--- config.mk ---
export PLATFORM = sky130hd
export DESIGN_NAME = sltq_switch
export DESIGN_NICKNAME = d
export VERILOG_FILES = /design/src/verilog/sltq_switch.v
export VERILOG_INCLUDE_DIRS = /design/src /design/src/verilog
export SDC_FILE = /design/constraint.sdc
export NUM_CORES = 1
export LEC_CHECK = 0
export ABC_AREA = 1
export BUFFER_PORTS_ARGS = -buffer_cell sky130_fd_sc_hd__buf_2
export CAP_MARGIN = 20
export CORE_ASPECT_RATIO = 0.7
export CORE_MARGIN = 2
export CORE_UTILIZATION = 40
export CTS_CLUSTER_DIAMETER = 80
export DETAILED_ROUTE_END_ITERATION = 8
export HOLD_SLACK_MARGIN = 0.15
export PLACE_DENSITY = 0.64
export SYNTH_ARGS = -nofsm -noshare
export SYNTH_HDL_FRONTEND = slang
export SYNTH_SLANG_ARGS = --single-unit
--- constraint.sdc ---
create_clock -name sys_clk -period 5.15 [get_ports sys_clk]
set_clock_uncertainty 0.1 [all_clocks]
set_input_delay 0.2575 -clock sys_clk [delete_from_list [all_inputs] [get_ports sys_clk]]
set_output_delay 0.2575 -clock sys_clk [all_outputs]
set_load 0.01 [all_outputs]
--- src/verilog/sltq_defs.vh ---
// Constants for the speed limited torque switch: register map,
// field positions, reset values, encodings and timing.
// Assumes a 250 MHz system clock and 32-bit AXI4-Lite data.
`ifndef SLTQ_DEFS_VH
`define SLTQ_DEFS_VH

`define SLTQ_OFS_CONFIG   8'h00
`define SLTQ_OFS_THRESH   8'h04
`define SLTQ_OFS_DWELL    8'h08
`define SLTQ_OFS_SPEED    8'h0C
`define SLTQ_OFS_TORQUE   8'h10
`define SLTQ_OFS_STATUS   8'h14
`define SLTQ_OFS_SPD_ERR  8'h18
`define SLTQ_OFS_DWL_CNT  8'h1C

`define SLTQ_CFG_MODE_LSB 0
`define SLTQ_CFG_MODE_MSB 1
`define SLTQ_CFG_INV_BIT  4
`define SLTQ_ST_VEL_BIT   0
`define SLTQ_ST_DIS_BIT   1

`define SLTQ_MODE_OFF     2'h0
`define SLTQ_MODE_MIN     2'h1
`define SLTQ_MODE_MAX     2'h2

`define SLTQ_RST_CONFIG   32'h0000_0000
`define SLTQ_RST_THRESH   32'h0000_0000
`define SLTQ_RST_DWELL    32'h0000_0000
`define SLTQ_RST_SPEED    32'h0000_0000
`define SLTQ_RST_TORQUE   32'h0000_0000

`define SLTQ_RESP_OKAY    2'h0
`define SLTQ_RESP_SLVERR  2'h2

`define SLTQ_CLK_NS       4
`define SLTQ_SAMPLE_NS    1000
`define SLTQ_SAMPLE_CYC   (`SLTQ_SAMPLE_NS / `SLTQ_CLK_NS)

`endif

--- src/verilog/sltq_switch.v ---
// Regulation selector between torque and velocity regulation,
// with an AXI4-Lite register slave.
// Assumes inputs synchronous to sys_clk and a velocity regulator
// outside that supplies its torque output each sample.
//
// The implementer's own choices: the AXI4-Lite slave port and the placing of the registers.
`timescale 1ns/10ps
`default_nettype none
`include "sltq_defs.vh"

module sltq_switch #(
    parameter DW         = 32,
    parameter AW         = 8,
    parameter SAMPLE_DIV = `SLTQ_SAMPLE_CYC
) (
    input  wire          sys_clk,
    input  wire          nrst,
    input  wire [AW-1:0] s_axi_awaddr,
    input  wire          s_axi_awvalid,
    output reg           s_axi_awready,
    input  wire [31:0]   s_axi_wdata,
    input  wire [3:0]    s_axi_wstrb,
    input  wire          s_axi_wvalid,
    output reg           s_axi_wready,
    output reg  [1:0]    s_axi_bresp,
    output reg           s_axi_bvalid,
    input  wire          s_axi_bready,
    input  wire [AW-1:0] s_axi_araddr,
    input  wire          s_axi_arvalid,
    output reg           s_axi_arready,
    output reg  [31:0]   s_axi_rdata,
    output reg  [1:0]    s_axi_rresp,
    output reg           s_axi_rvalid,
    input  wire          s_axi_rready,
    input  wire [DW-1:0] speed_feedback,
    input  wire [DW-1:0] vel_loop_torque,
    output reg  [DW-1:0] speed_reference,
    output reg  [DW-1:0] torque_setpoint,
    output reg           speed_ctrl_on,
    output reg           sample_strobe
);

    localparam ST_TORQUE = 1'b0;
    localparam ST_VEL    = 1'b1;

    // Byte-lane merge used by every writable register
    function [31:0] merge;
        input [31:0] old;
        input [31:0] nw;
        input [3:0]  strb;
        integer i;
        begin
            merge = old;
            for (i = 0; i < 4; i = i + 1) begin
                if (strb[i]) begin
                    merge[i*8 +: 8] = nw[i*8 +: 8];
                end
            end
        end
    endfunction

    // Word-aligned address compare, low two bits ignored
    function hit;
        input [AW-1:0] a;
        input [7:0]    ofs;
        begin
            hit = ({a[AW-1:2], 2'b00} == ofs[AW-1:0]);
        end
    endfunction

    reg  [31:0]   config_r;
    reg  [31:0]   thresh_r;
    reg  [31:0]   dwell_r;
    reg  [31:0]   speed_cmd_r;
    reg  [31:0]   torque_ofs_r;
    reg           state_r;
    reg  [31:0]   dwell_cnt_r;
    reg  [DW-1:0] disp_err_r;
    reg  [31:0]   div_cnt_r;
    reg           aw_full_r;
    reg  [AW-1:0] awaddr_r;
    reg           w_full_r;
    reg  [31:0]   wdata_r;
    reg  [3:0]    wstrb_r;
    reg  [31:0]   rd_nxt;
    reg           rd_err_nxt;

    wire [1:0]    mode = config_r[`SLTQ_CFG_MODE_MSB:`SLTQ_CFG_MODE_LSB];
    wire          inv  = config_r[`SLTQ_CFG_INV_BIT];
    wire          mode_min = (mode == `SLTQ_MODE_MIN);
    wire          mode_max = (mode == `SLTQ_MODE_MAX);
    // Unknown code 3 falls back to the plain velocity loop
    wire          switching = mode_min | mode_max;

    // One extra bit so command minus feedback never wraps
    wire signed [DW:0] err_s =
        $signed({speed_cmd_r[DW-1], speed_cmd_r[DW-1:0]})
        - $signed({speed_feedback[DW-1], speed_feedback});
    wire signed [DW:0] thr_s =
        $signed({thresh_r[DW-1], thresh_r[DW-1:0]});
    wire signed [DW-1:0] ofs_s  = $signed(torque_ofs_r[DW-1:0]);
    wire signed [DW-1:0] loop_s = $signed(vel_loop_torque);

    wire          go_vel  = (mode_min & (err_s < 0))
                          | (mode_max & (err_s > 0));
    wire          ret_ok  = (mode_min & (err_s > thr_s))
                          | (mode_max & (err_s < thr_s));
    wire [31:0]   cnt_inc = dwell_cnt_r + 32'h0000_0001;
    wire          dwell_done = (cnt_inc >= dwell_r);
    wire          sel_ofs_min = (ofs_s < loop_s);
    wire          sel_ofs_max = (ofs_s > loop_s);
    // Setpoint of the selected setting on the tick that returns to torque
    wire [DW-1:0] trq_pick = (mode_min ? sel_ofs_min : sel_ofs_max) ?
                             torque_ofs_r[DW-1:0] : vel_loop_torque;
    wire          tick = (div_cnt_r == SAMPLE_DIV - 1);

    // Sample rate divider
    always @(posedge sys_clk) begin
        if (!nrst) begin
            div_cnt_r     <= 32'h0000_0000;
            sample_strobe <= 1'b0;
        end else begin
            sample_strobe <= tick;
            if (tick) begin
                div_cnt_r <= 32'h0000_0000;
            end else begin
                div_cnt_r <= div_cnt_r + 32'h0000_0001;
            end
        end
    end

    // Regulation choice, updated only on a sample tick
    always @(posedge sys_clk) begin
        if (!nrst) begin
            state_r         <= ST_TORQUE;
            dwell_cnt_r     <= 32'h0000_0000;
            disp_err_r      <= {DW{1'b0}};
            torque_setpoint <= {DW{1'b0}};
            speed_ctrl_on   <= 1'b1;
            speed_reference <= {DW{1'b0}};
        end else if (tick) begin
            speed_reference <= speed_cmd_r[DW-1:0];
            // Shown error flips with inversion; decisions do not
            disp_err_r <= inv ? -err_s[DW-1:0] : err_s[DW-1:0];
            if (!switching) begin
                state_r         <= ST_TORQUE;
                dwell_cnt_r     <= 32'h0000_0000;
                speed_ctrl_on   <= 1'b1;
                torque_setpoint <= vel_loop_torque;
            end else begin
                case (state_r)
                    ST_TORQUE: begin
                        dwell_cnt_r <= 32'h0000_0000;
                        if (go_vel) begin
                            state_r         <= ST_VEL;
                            speed_ctrl_on   <= 1'b1;
                            torque_setpoint <= vel_loop_torque;
                        end else begin
                            speed_ctrl_on <= 1'b0;
                            if (mode_min) begin
                                torque_setpoint <= sel_ofs_min ?
                                    torque_ofs_r[DW-1:0] : vel_loop_torque;
                            end else begin
                                torque_setpoint <= sel_ofs_max ?
                                    torque_ofs_r[DW-1:0] : vel_loop_torque;
                            end
                        end
                    end
                    ST_VEL: begin
                        speed_ctrl_on   <= 1'b1;
                        torque_setpoint <= vel_loop_torque;
                        if (ret_ok) begin
                            if (dwell_done) begin
                                // Return shows on the same tick, not one sample late
                                state_r         <= ST_TORQUE;
                                dwell_cnt_r     <= 32'h0000_0000;
                                speed_ctrl_on   <= 1'b0;
                                torque_setpoint <= trq_pick;
                            end else begin
                                dwell_cnt_r <= cnt_inc;
                            end
                        end else begin
                            dwell_cnt_r <= 32'h0000_0000;
                        end
                    end
                    default: begin
                        state_r <= ST_TORQUE;
                    end
                endcase
            end
        end
    end

    // Write channel: address and data taken in either order
    always @(posedge sys_clk) begin
        if (!nrst) begin
            s_axi_awready <= 1'b1;
            s_axi_wready  <= 1'b1;
            s_axi_bvalid  <= 1'b0;
            s_axi_bresp   <= `SLTQ_RESP_OKAY;
            aw_full_r     <= 1'b0;
            awaddr_r      <= {AW{1'b0}};
            w_full_r      <= 1'b0;
            wdata_r       <= 32'h0000_0000;
            wstrb_r       <= 4'h0;
            config_r      <= `SLTQ_RST_CONFIG;
            thresh_r      <= `SLTQ_RST_THRESH;
            dwell_r       <= `SLTQ_RST_DWELL;
            speed_cmd_r   <= `SLTQ_RST_SPEED;
            torque_ofs_r  <= `SLTQ_RST_TORQUE;
        end else begin
            if (s_axi_awready && s_axi_awvalid) begin
                awaddr_r      <= s_axi_awaddr;
                aw_full_r     <= 1'b1;
                s_axi_awready <= 1'b0;
            end
            if (s_axi_wready && s_axi_wvalid) begin
                wdata_r      <= s_axi_wdata;
                wstrb_r      <= s_axi_wstrb;
                w_full_r     <= 1'b1;
                s_axi_wready <= 1'b0;
            end
            if (aw_full_r && w_full_r && !s_axi_bvalid) begin
                aw_full_r    <= 1'b0;
                w_full_r     <= 1'b0;
                s_axi_bvalid <= 1'b1;
                s_axi_bresp  <= `SLTQ_RESP_OKAY;
                if (hit(awaddr_r, `SLTQ_OFS_CONFIG)) begin
                    config_r <= merge(config_r, wdata_r, wstrb_r);
                end else if (hit(awaddr_r, `SLTQ_OFS_THRESH)) begin
                    thresh_r <= merge(thresh_r, wdata_r, wstrb_r);
                end else if (hit(awaddr_r, `SLTQ_OFS_DWELL)) begin
                    dwell_r <= merge(dwell_r, wdata_r, wstrb_r);
                end else if (hit(awaddr_r, `SLTQ_OFS_SPEED)) begin
                    speed_cmd_r <= merge(speed_cmd_r, wdata_r, wstrb_r);
                end else if (hit(awaddr_r, `SLTQ_OFS_TORQUE)) begin
                    torque_ofs_r <= merge(torque_ofs_r, wdata_r, wstrb_r);
                end else begin
                    // Read-only and unmapped words refuse the write
                    s_axi_bresp <= `SLTQ_RESP_SLVERR;
                end
            end
            if (s_axi_bvalid && s_axi_bready) begin
                s_axi_bvalid  <= 1'b0;
                s_axi_awready <= 1'b1;
                s_axi_wready  <= 1'b1;
            end
        end
    end

    // Read data selection
    always @* begin
        rd_nxt     = 32'h0000_0000;
        rd_err_nxt = 1'b0;
        if (hit(s_axi_araddr, `SLTQ_OFS_CONFIG)) begin
            rd_nxt[`SLTQ_CFG_MODE_MSB:`SLTQ_CFG_MODE_LSB] = mode;
            rd_nxt[`SLTQ_CFG_INV_BIT] = inv;
        end else if (hit(s_axi_araddr, `SLTQ_OFS_THRESH)) begin
            rd_nxt = thresh_r;
        end else if (hit(s_axi_araddr, `SLTQ_OFS_DWELL)) begin
            rd_nxt = dwell_r;
        end else if (hit(s_axi_araddr, `SLTQ_OFS_SPEED)) begin
            rd_nxt = speed_cmd_r;
        end else if (hit(s_axi_araddr, `SLTQ_OFS_TORQUE)) begin
            rd_nxt = torque_ofs_r;
        end else if (hit(s_axi_araddr, `SLTQ_OFS_STATUS)) begin
            rd_nxt[`SLTQ_ST_VEL_BIT] = speed_ctrl_on;
            rd_nxt[`SLTQ_ST_DIS_BIT] = ~switching;
        end else if (hit(s_axi_araddr, `SLTQ_OFS_SPD_ERR)) begin
            rd_nxt[DW-1:0] = disp_err_r;
        end else if (hit(s_axi_araddr, `SLTQ_OFS_DWL_CNT)) begin
            rd_nxt = dwell_cnt_r;
        end else begin
            rd_err_nxt = 1'b1;
        end
    end

    // Read channel, one read outstanding
    always @(posedge sys_clk) begin
        if (!nrst) begin
            s_axi_arready <= 1'b1;
            s_axi_rvalid  <= 1'b0;
            s_axi_rdata   <= 32'h0000_0000;
            s_axi_rresp   <= `SLTQ_RESP_OKAY;
        end else begin
            if (s_axi_arready && s_axi_arvalid) begin
                s_axi_arready <= 1'b0;
                s_axi_rvalid  <= 1'b1;
                s_axi_rdata   <= rd_nxt;
                s_axi_rresp   <= rd_err_nxt ? `SLTQ_RESP_SLVERR
                                            : `SLTQ_RESP_OKAY;
            end
            if (s_axi_rvalid && s_axi_rready) begin
                s_axi_rvalid  <= 1'b0;
                s_axi_arready <= 1'b1;
            end
        end
    end

endmodule

`default_nettype wire

# [Yosys cells after proc, flatten, opt, wreduce, memory -nomap -nowiden]
# Index checks and enable logic that the tools add are counted.
[totals] mem_count=0 mem_bits_rw=0 word_cells=155 out_inout_bits=107 ff_bits=383 mem_bits_ro=0 input_bits=123 latch_bits=0
[op_classes] mul=0 div_mod_pow=0 n_lt_le_gt_ge=7 n_reduce_logical=31 mux=47 n_eq_ne=14 bitwise_logic=14 n_shift=0 addsub=4
[op_table] cell="2-to-1 mux 32 bit" n=18
[op_table] cell="case mux 32 bit (2 select lines)" n=2
[op_table] cell="adder 32 x 1 -> 32 bit (second input constant)" n=2
[op_table] cell="greater-than comparator 33 x 1 -> 1 bit (second input constant)" n=1
[op_table] cell="greater-than comparator 33 x 32 -> 1 bit" n=1
[op_table] cell="less-than comparator 33 x 1 -> 1 bit (second input constant)" n=1
[op_table] cell="less-than comparator 33 x 32 -> 1 bit" n=1
[op_table] cell="subtractor 32 x 32 -> 33 bit" n=1
[op_table] cell="equality test 32 x 8 -> 1 bit (second input constant)" n=1
[op_table] cell=">= comparator 32 bit" n=1
[op_table] cell="greater-than comparator 32 bit" n=1
[op_table] cell="less-than comparator 32 bit" n=1
[op_table] cell="negator 32 bit" n=1
[op_table] cell="equality test 6 x 3 -> 1 bit (second input constant)" n=5
[op_table] cell="2-to-1 mux 30 bit" n=1
[op_table] cell="AND reduction 7 bit" n=4
[op_table] cell="2-to-1 mux 27 bit" n=1
[op_table] cell="equality test 6 x 2 -> 1 bit (second input constant)" n=4
[op_table] cell="AND reduction 6 bit" n=4
[op_table] cell="AND reduction 5 bit" n=4
[op_table] cell="2-to-1 mux 2 bit" n=9
[op_table] cell="AND reduction 4 bit" n=4
[op_table] cell="2-to-1 mux 1 bit" n=15
[op_table] cell="equality test 6 x 1 -> 1 bit (second input constant)" n=2
[op_table] cell="other kinds (11)" n=32

# [Depth between registers and ports, before layout]
[logic_depth] word_depth=10 mapped_depth=33 ltp_nobuf=32

# [Worst setup path after synthesis]
# OpenSTA, ideal clock, no wires.
[synth_path] kind="reg2reg" start="register dwell_cnt_r[0]" end="register torque_setpoint[15]" path_slack_ns=1.084 arrival_ns=3.853 required_time_ns=4.938 stages_incl_launch_ff=26 period_less_slack_ns=4.066 path_buffers=1 setup_ns=0.112 cell_sequence="dfxtp_1 > nand3_1 > nor2_1 > nand3_1 > nor4_2 > nor3b_1 > nor3b_2 > nand3_1 > nor2_1 > xor2_1 > inv_1 > ha_1 > nand2_1 > nor2_1 > nand2_1 > nor4_1 > nand3_1 > nand3_1 > nand3_1 > nor2_2 > buf_2 > nand2_1 > nand3_1 > nand3_1 > nand2_1 > nand2_1"
[synth_via] elab_chain_cells=6
[synth_rtl] element="from (decl)" line_no="sltq_switch.v:77" text="reg [31:0] dwell_cnt_r;"
[synth_rtl] element="from (signal assigned)" line_no="sltq_switch.v:180" text="dwell_cnt_r <= cnt_inc;"
[synth_rtl] element="adder 32 x 1 -> 32 bit" line_no="sltq_switch.v:108" text="wire [31:0] cnt_inc = dwell_cnt_r + 32'h0000_0001;"
[synth_rtl] element=">= comparator 32 bit" line_no="sltq_switch.v:109" text="wire dwell_done = (cnt_inc >= dwell_r);"
[synth_rtl] element="2-to-1 mux 32 bit" line_no="sltq_switch.v:173" text="if (dwell_done) begin"
[synth_rtl] element="2-to-1 mux 32 bit" line_no="sltq_switch.v:172" text="if (ret_ok) begin"
[synth_rtl] element="case mux 32 bit (2 select lines)" line_no="sltq_switch.v:151" text="case (state_r)"
[synth_rtl] element="2-to-1 mux 32 bit" line_no="sltq_switch.v:145" text="if (!switching) begin"
[synth_rtl] element="to (signal assigned)" line_no="sltq_switch.v:149" text="torque_setpoint <= vel_loop_torque;"
[synth_rtl] element="to (signal assigned)" line_no="sltq_switch.v:171" text="torque_setpoint <= vel_loop_torque;"
[synth_rtl] element="to (signal assigned)" line_no="sltq_switch.v:178" text="torque_setpoint <= trq_pick;"
[synth_rtl] element="to (decl)" line_no="sltq_switch.v:38" text="output reg [DW-1:0] torque_setpoint,"
# Every way passes these cells.
# A chain may end at the register's enable or synchronous reset.

# [Final worst setup path]
[layout_path] start="register dwell_cnt_r[0]" end="register torque_setpoint[5]"
# The elaborated chain is that of the path after synthesis.

==> results_dict.tcl <==
set metrics [dict create \
    status "finished, final reports clean" \
    start_kind "register" \
    vias 26100 \
    r2r_start "dwell_cnt_r[0]" \
    clk_latency_ps 620 \
    die_w_um 296 \
    hold_path.class "primary input to register" \
    setup_viol 0 \
    holdWs_ps 215 \
    ys_seq_area_share_pct 31.7 \
    synth_top_family_by_area "simple AND/OR/NAND/NOR gates" \
    start_util_pct 40.6 \
    drc 0 \
    layout-drive-gt1-share_pct 10.7 \
    cts_root_buffer "clkbuf_16" \
    rsz0062_at_grt "false" \
    wirelength_um 96200 \
    fin_util_pct 48.3 \
    viasPerCell 5.45 \
    grt_overflow 0 \
    synthDistinctLibCells 51 \
    grt_pass1_vias 23300 \
    slew_headroom_pct 28.6 \
    initialDrtViolationCount 3058 \
    numCtsBuffers 40 \
    first_pass_iters 7 \
    dp_hpwl_um 73100 \
    coreArea_um2 58600 \
    placedCellCount 4623 \
    synth_xor_area_share_pct 1.62 \
    cp_max_fo 32 \
    path_clk_slew_ps 60 \
    antenna_left 0 \
    instances_no_fill 4792 \
    grt_pass1_wl_um 144000 \
    powerDensity_nw_per_um2 241 \
    synth_top_cell_by_area "dfxtp_1" \
    hold_violations 0 \
    port_buffers 223 \
    antenna_found_initial 4 \
    grt_max_degree 133 \
    hold_start "speed_feedback[0]" \
    fin_crit_sh_pct 93.8 \
    crit_arrival_ps 5210 \
    syn_inst 3685 \
    yosys-top-cells-count "864 x nand2_1, 570 x inv_1, 377 x dfxtp_1" \
    routabilityCongestion 1.05 \
    slew_violations 0 \
    power_leakage_nw 13.0 \
    cp-startpoint "dwell_cnt_r[0]" \
    synth_adder_area_share_pct 7.18 \
    place_ws_ps 200 \
    cts_sinks 377 \
    synth_area_leaders "dfxtp_1 32%, nand2_1 14%, inv_1 9.0%" \
    post-route-min-period_ps 4830 \
    syn_area_um2 23800 \
    cp.required_ps 5530 \
    worstSetupEndpointType "register" \
    setup_ws_ps 318 \
    die-area_um2 61500 \
    yosys_register_bits 377 \
    synth_ff_type "dfxtp_1" \
    postSynth.asyncResetShare_pct 0 \
    htree_num_levels 2 \
    path_class "register to register" \
    fmax_mhz 207 \
    synth_edf_count 0 \
    ys.warnings.count 0 \
    layout.nets 4220 \
    yosysMostFrequentCell "nand2_1" \
    num_rows 74 \
    ir_drop_mv 0.251 \
    synth_mux_area_share_pct 0 \
    synthSimpleGateAreaFrac_pct 28.5 \
    clock_path_buffers 3 \
    grt.total_usage_pct 30.5 \
    synth_top_cell_area_share_pct 31.7 \
    cts_tree "built" \
    synth_compound_area_share_pct 18.9 \
    setup_tns_ps 0 \
    worst_pin_slew_ps 1070 \
    syn2layout_area_growth_pct 19.0 \
    pin_count 230 \
    avgSynthCellArea_um2 6.46 \
    cap_violations 0 \
    fp.dieH_um 208 \
    drt-wirelength-per-cell_um 20.1 \
]
-- logic make-up after synthesis --
logic type	Yosys count
compound gates	799
xor+xnor	44
fa+ha+maj	136
buf+inv	756
flops	377
other cells	1
simple gates	1572
-- worst max-delay path: stages, from the launching register on --
cell	delay [ps]
dfxtp_1	420
ha_1	210
nand3_1	190
nor4_1	420
nand3_1	260
nor4_2	300
nand3_1	180
nor2_1	260
nand4_1	130
nand2_1	120
inv_1	50
ha_1	270
nand2_1	60
nor2_1	100
nand2_1	80
nor4_1	220
buf_4	190
nand3_1	60
nand3_1	170
nand3_1	130
nor2_2	170
buf_12	210
nand2_1	90
nand3_1	90
nand3_1	90
nand2_1	80
nand2_1	40
-- per-layer routing --
layer | wire (um) | global-route usage, %
met1 | 43400 | 44.6
met2 | 37400 | 41.7
met3 | 12100 | 9.48
met4 | 3270 | 10.1
met5 | 31 | 0
-- final cells by class --
type / count / area, um2
antenna: 2 / 5.00
clock buffer: 54 / 1130
clock inverter: 19 / 273
fill: 5993 / 30300
inverter: 593 / 2230
multi-input combinational: 2553 / 13400
sequential: 377 / 7550
tap: 798 / 998
timing repair buffer: 396 / 2710
-- what timing repair did --
action	CTS	global route
endpoints found under the setup margin	0	32
setup buffers	0	0
gates resized for setup	0	7
hold buffers	90	1
endpoints found under the hold margin	93	6
-- flip-flops by register name (all words and copies together) (netlist names), 6 cells and up --
register / flops
disp_err_r: 32
torque_setpoint: 32
awaddr_r: 6
s_axi_rdata: 32
thresh_r: 32
speed_cmd_r: 32
wdata_r: 32
dwell_r: 32
ofs_s: 32
speed_reference: 32
dwell_cnt_r: 32
div_cnt_r: 32
-- worst paths after layout --
check	to	slack (ps)	depth (start not counted)
setup / recovery	torque_setpoint[5]	320	26
hold / removal	disp_err_r[0]	220	3
setup reg to reg	torque_setpoint[5]	320	26
hold reg to reg	speed_reference[8]	340	2
-- through the flow --
step           total power [mW]  instance area, um2
2_1_floorplan              3.46               23800
3_3_place_gp               3.70               25900
3_5_place_dp               3.70               25900
4_1_cts                    6.83               28200
5_1_grt                    7.07               28300
6_report                   6.83               28300
-- power breakdown --
| part | switching [mW] | internal [mW] | total (mW) |
|---|---|---|---|
| clock network | 1.37 | 1.74 | 3.10 |
| registers | 0.0205 | 2.96 | 2.98 |
| logic | 0.505 | 0.252 | 0.757 |
-- layout by cell type (no fill, tap or decap), types with 4 or more instances in the layout --
cell type and n:
nor2_1 225, o21ai_0 279, clkinv_2 6, dlygate4sd3_1 91, clkbuf_1 6, clkbuf_16 40, nor3_2 8, o22ai_1 80
dfxtp_1 377, o21a_1 7, buf_4 77, inv_2 15, nand3_1 293, nand2_2 8, nor4_1 25, inv_1 568
nor2_2 8, clkinv_1 10, nand2_1 862, nand4_1 75, a211oi_1 33, nand3b_1 6, ha_1 134, a21oi_1 301
xor2_1 41, o211ai_1 40, o221ai_1 4, and2_1 8, nor3_1 34, a221oi_1 23, nor2_4 4, clkbuf_8 8
a22o_1 18, buf_2 222
Power figures use the tool's default switching activity.
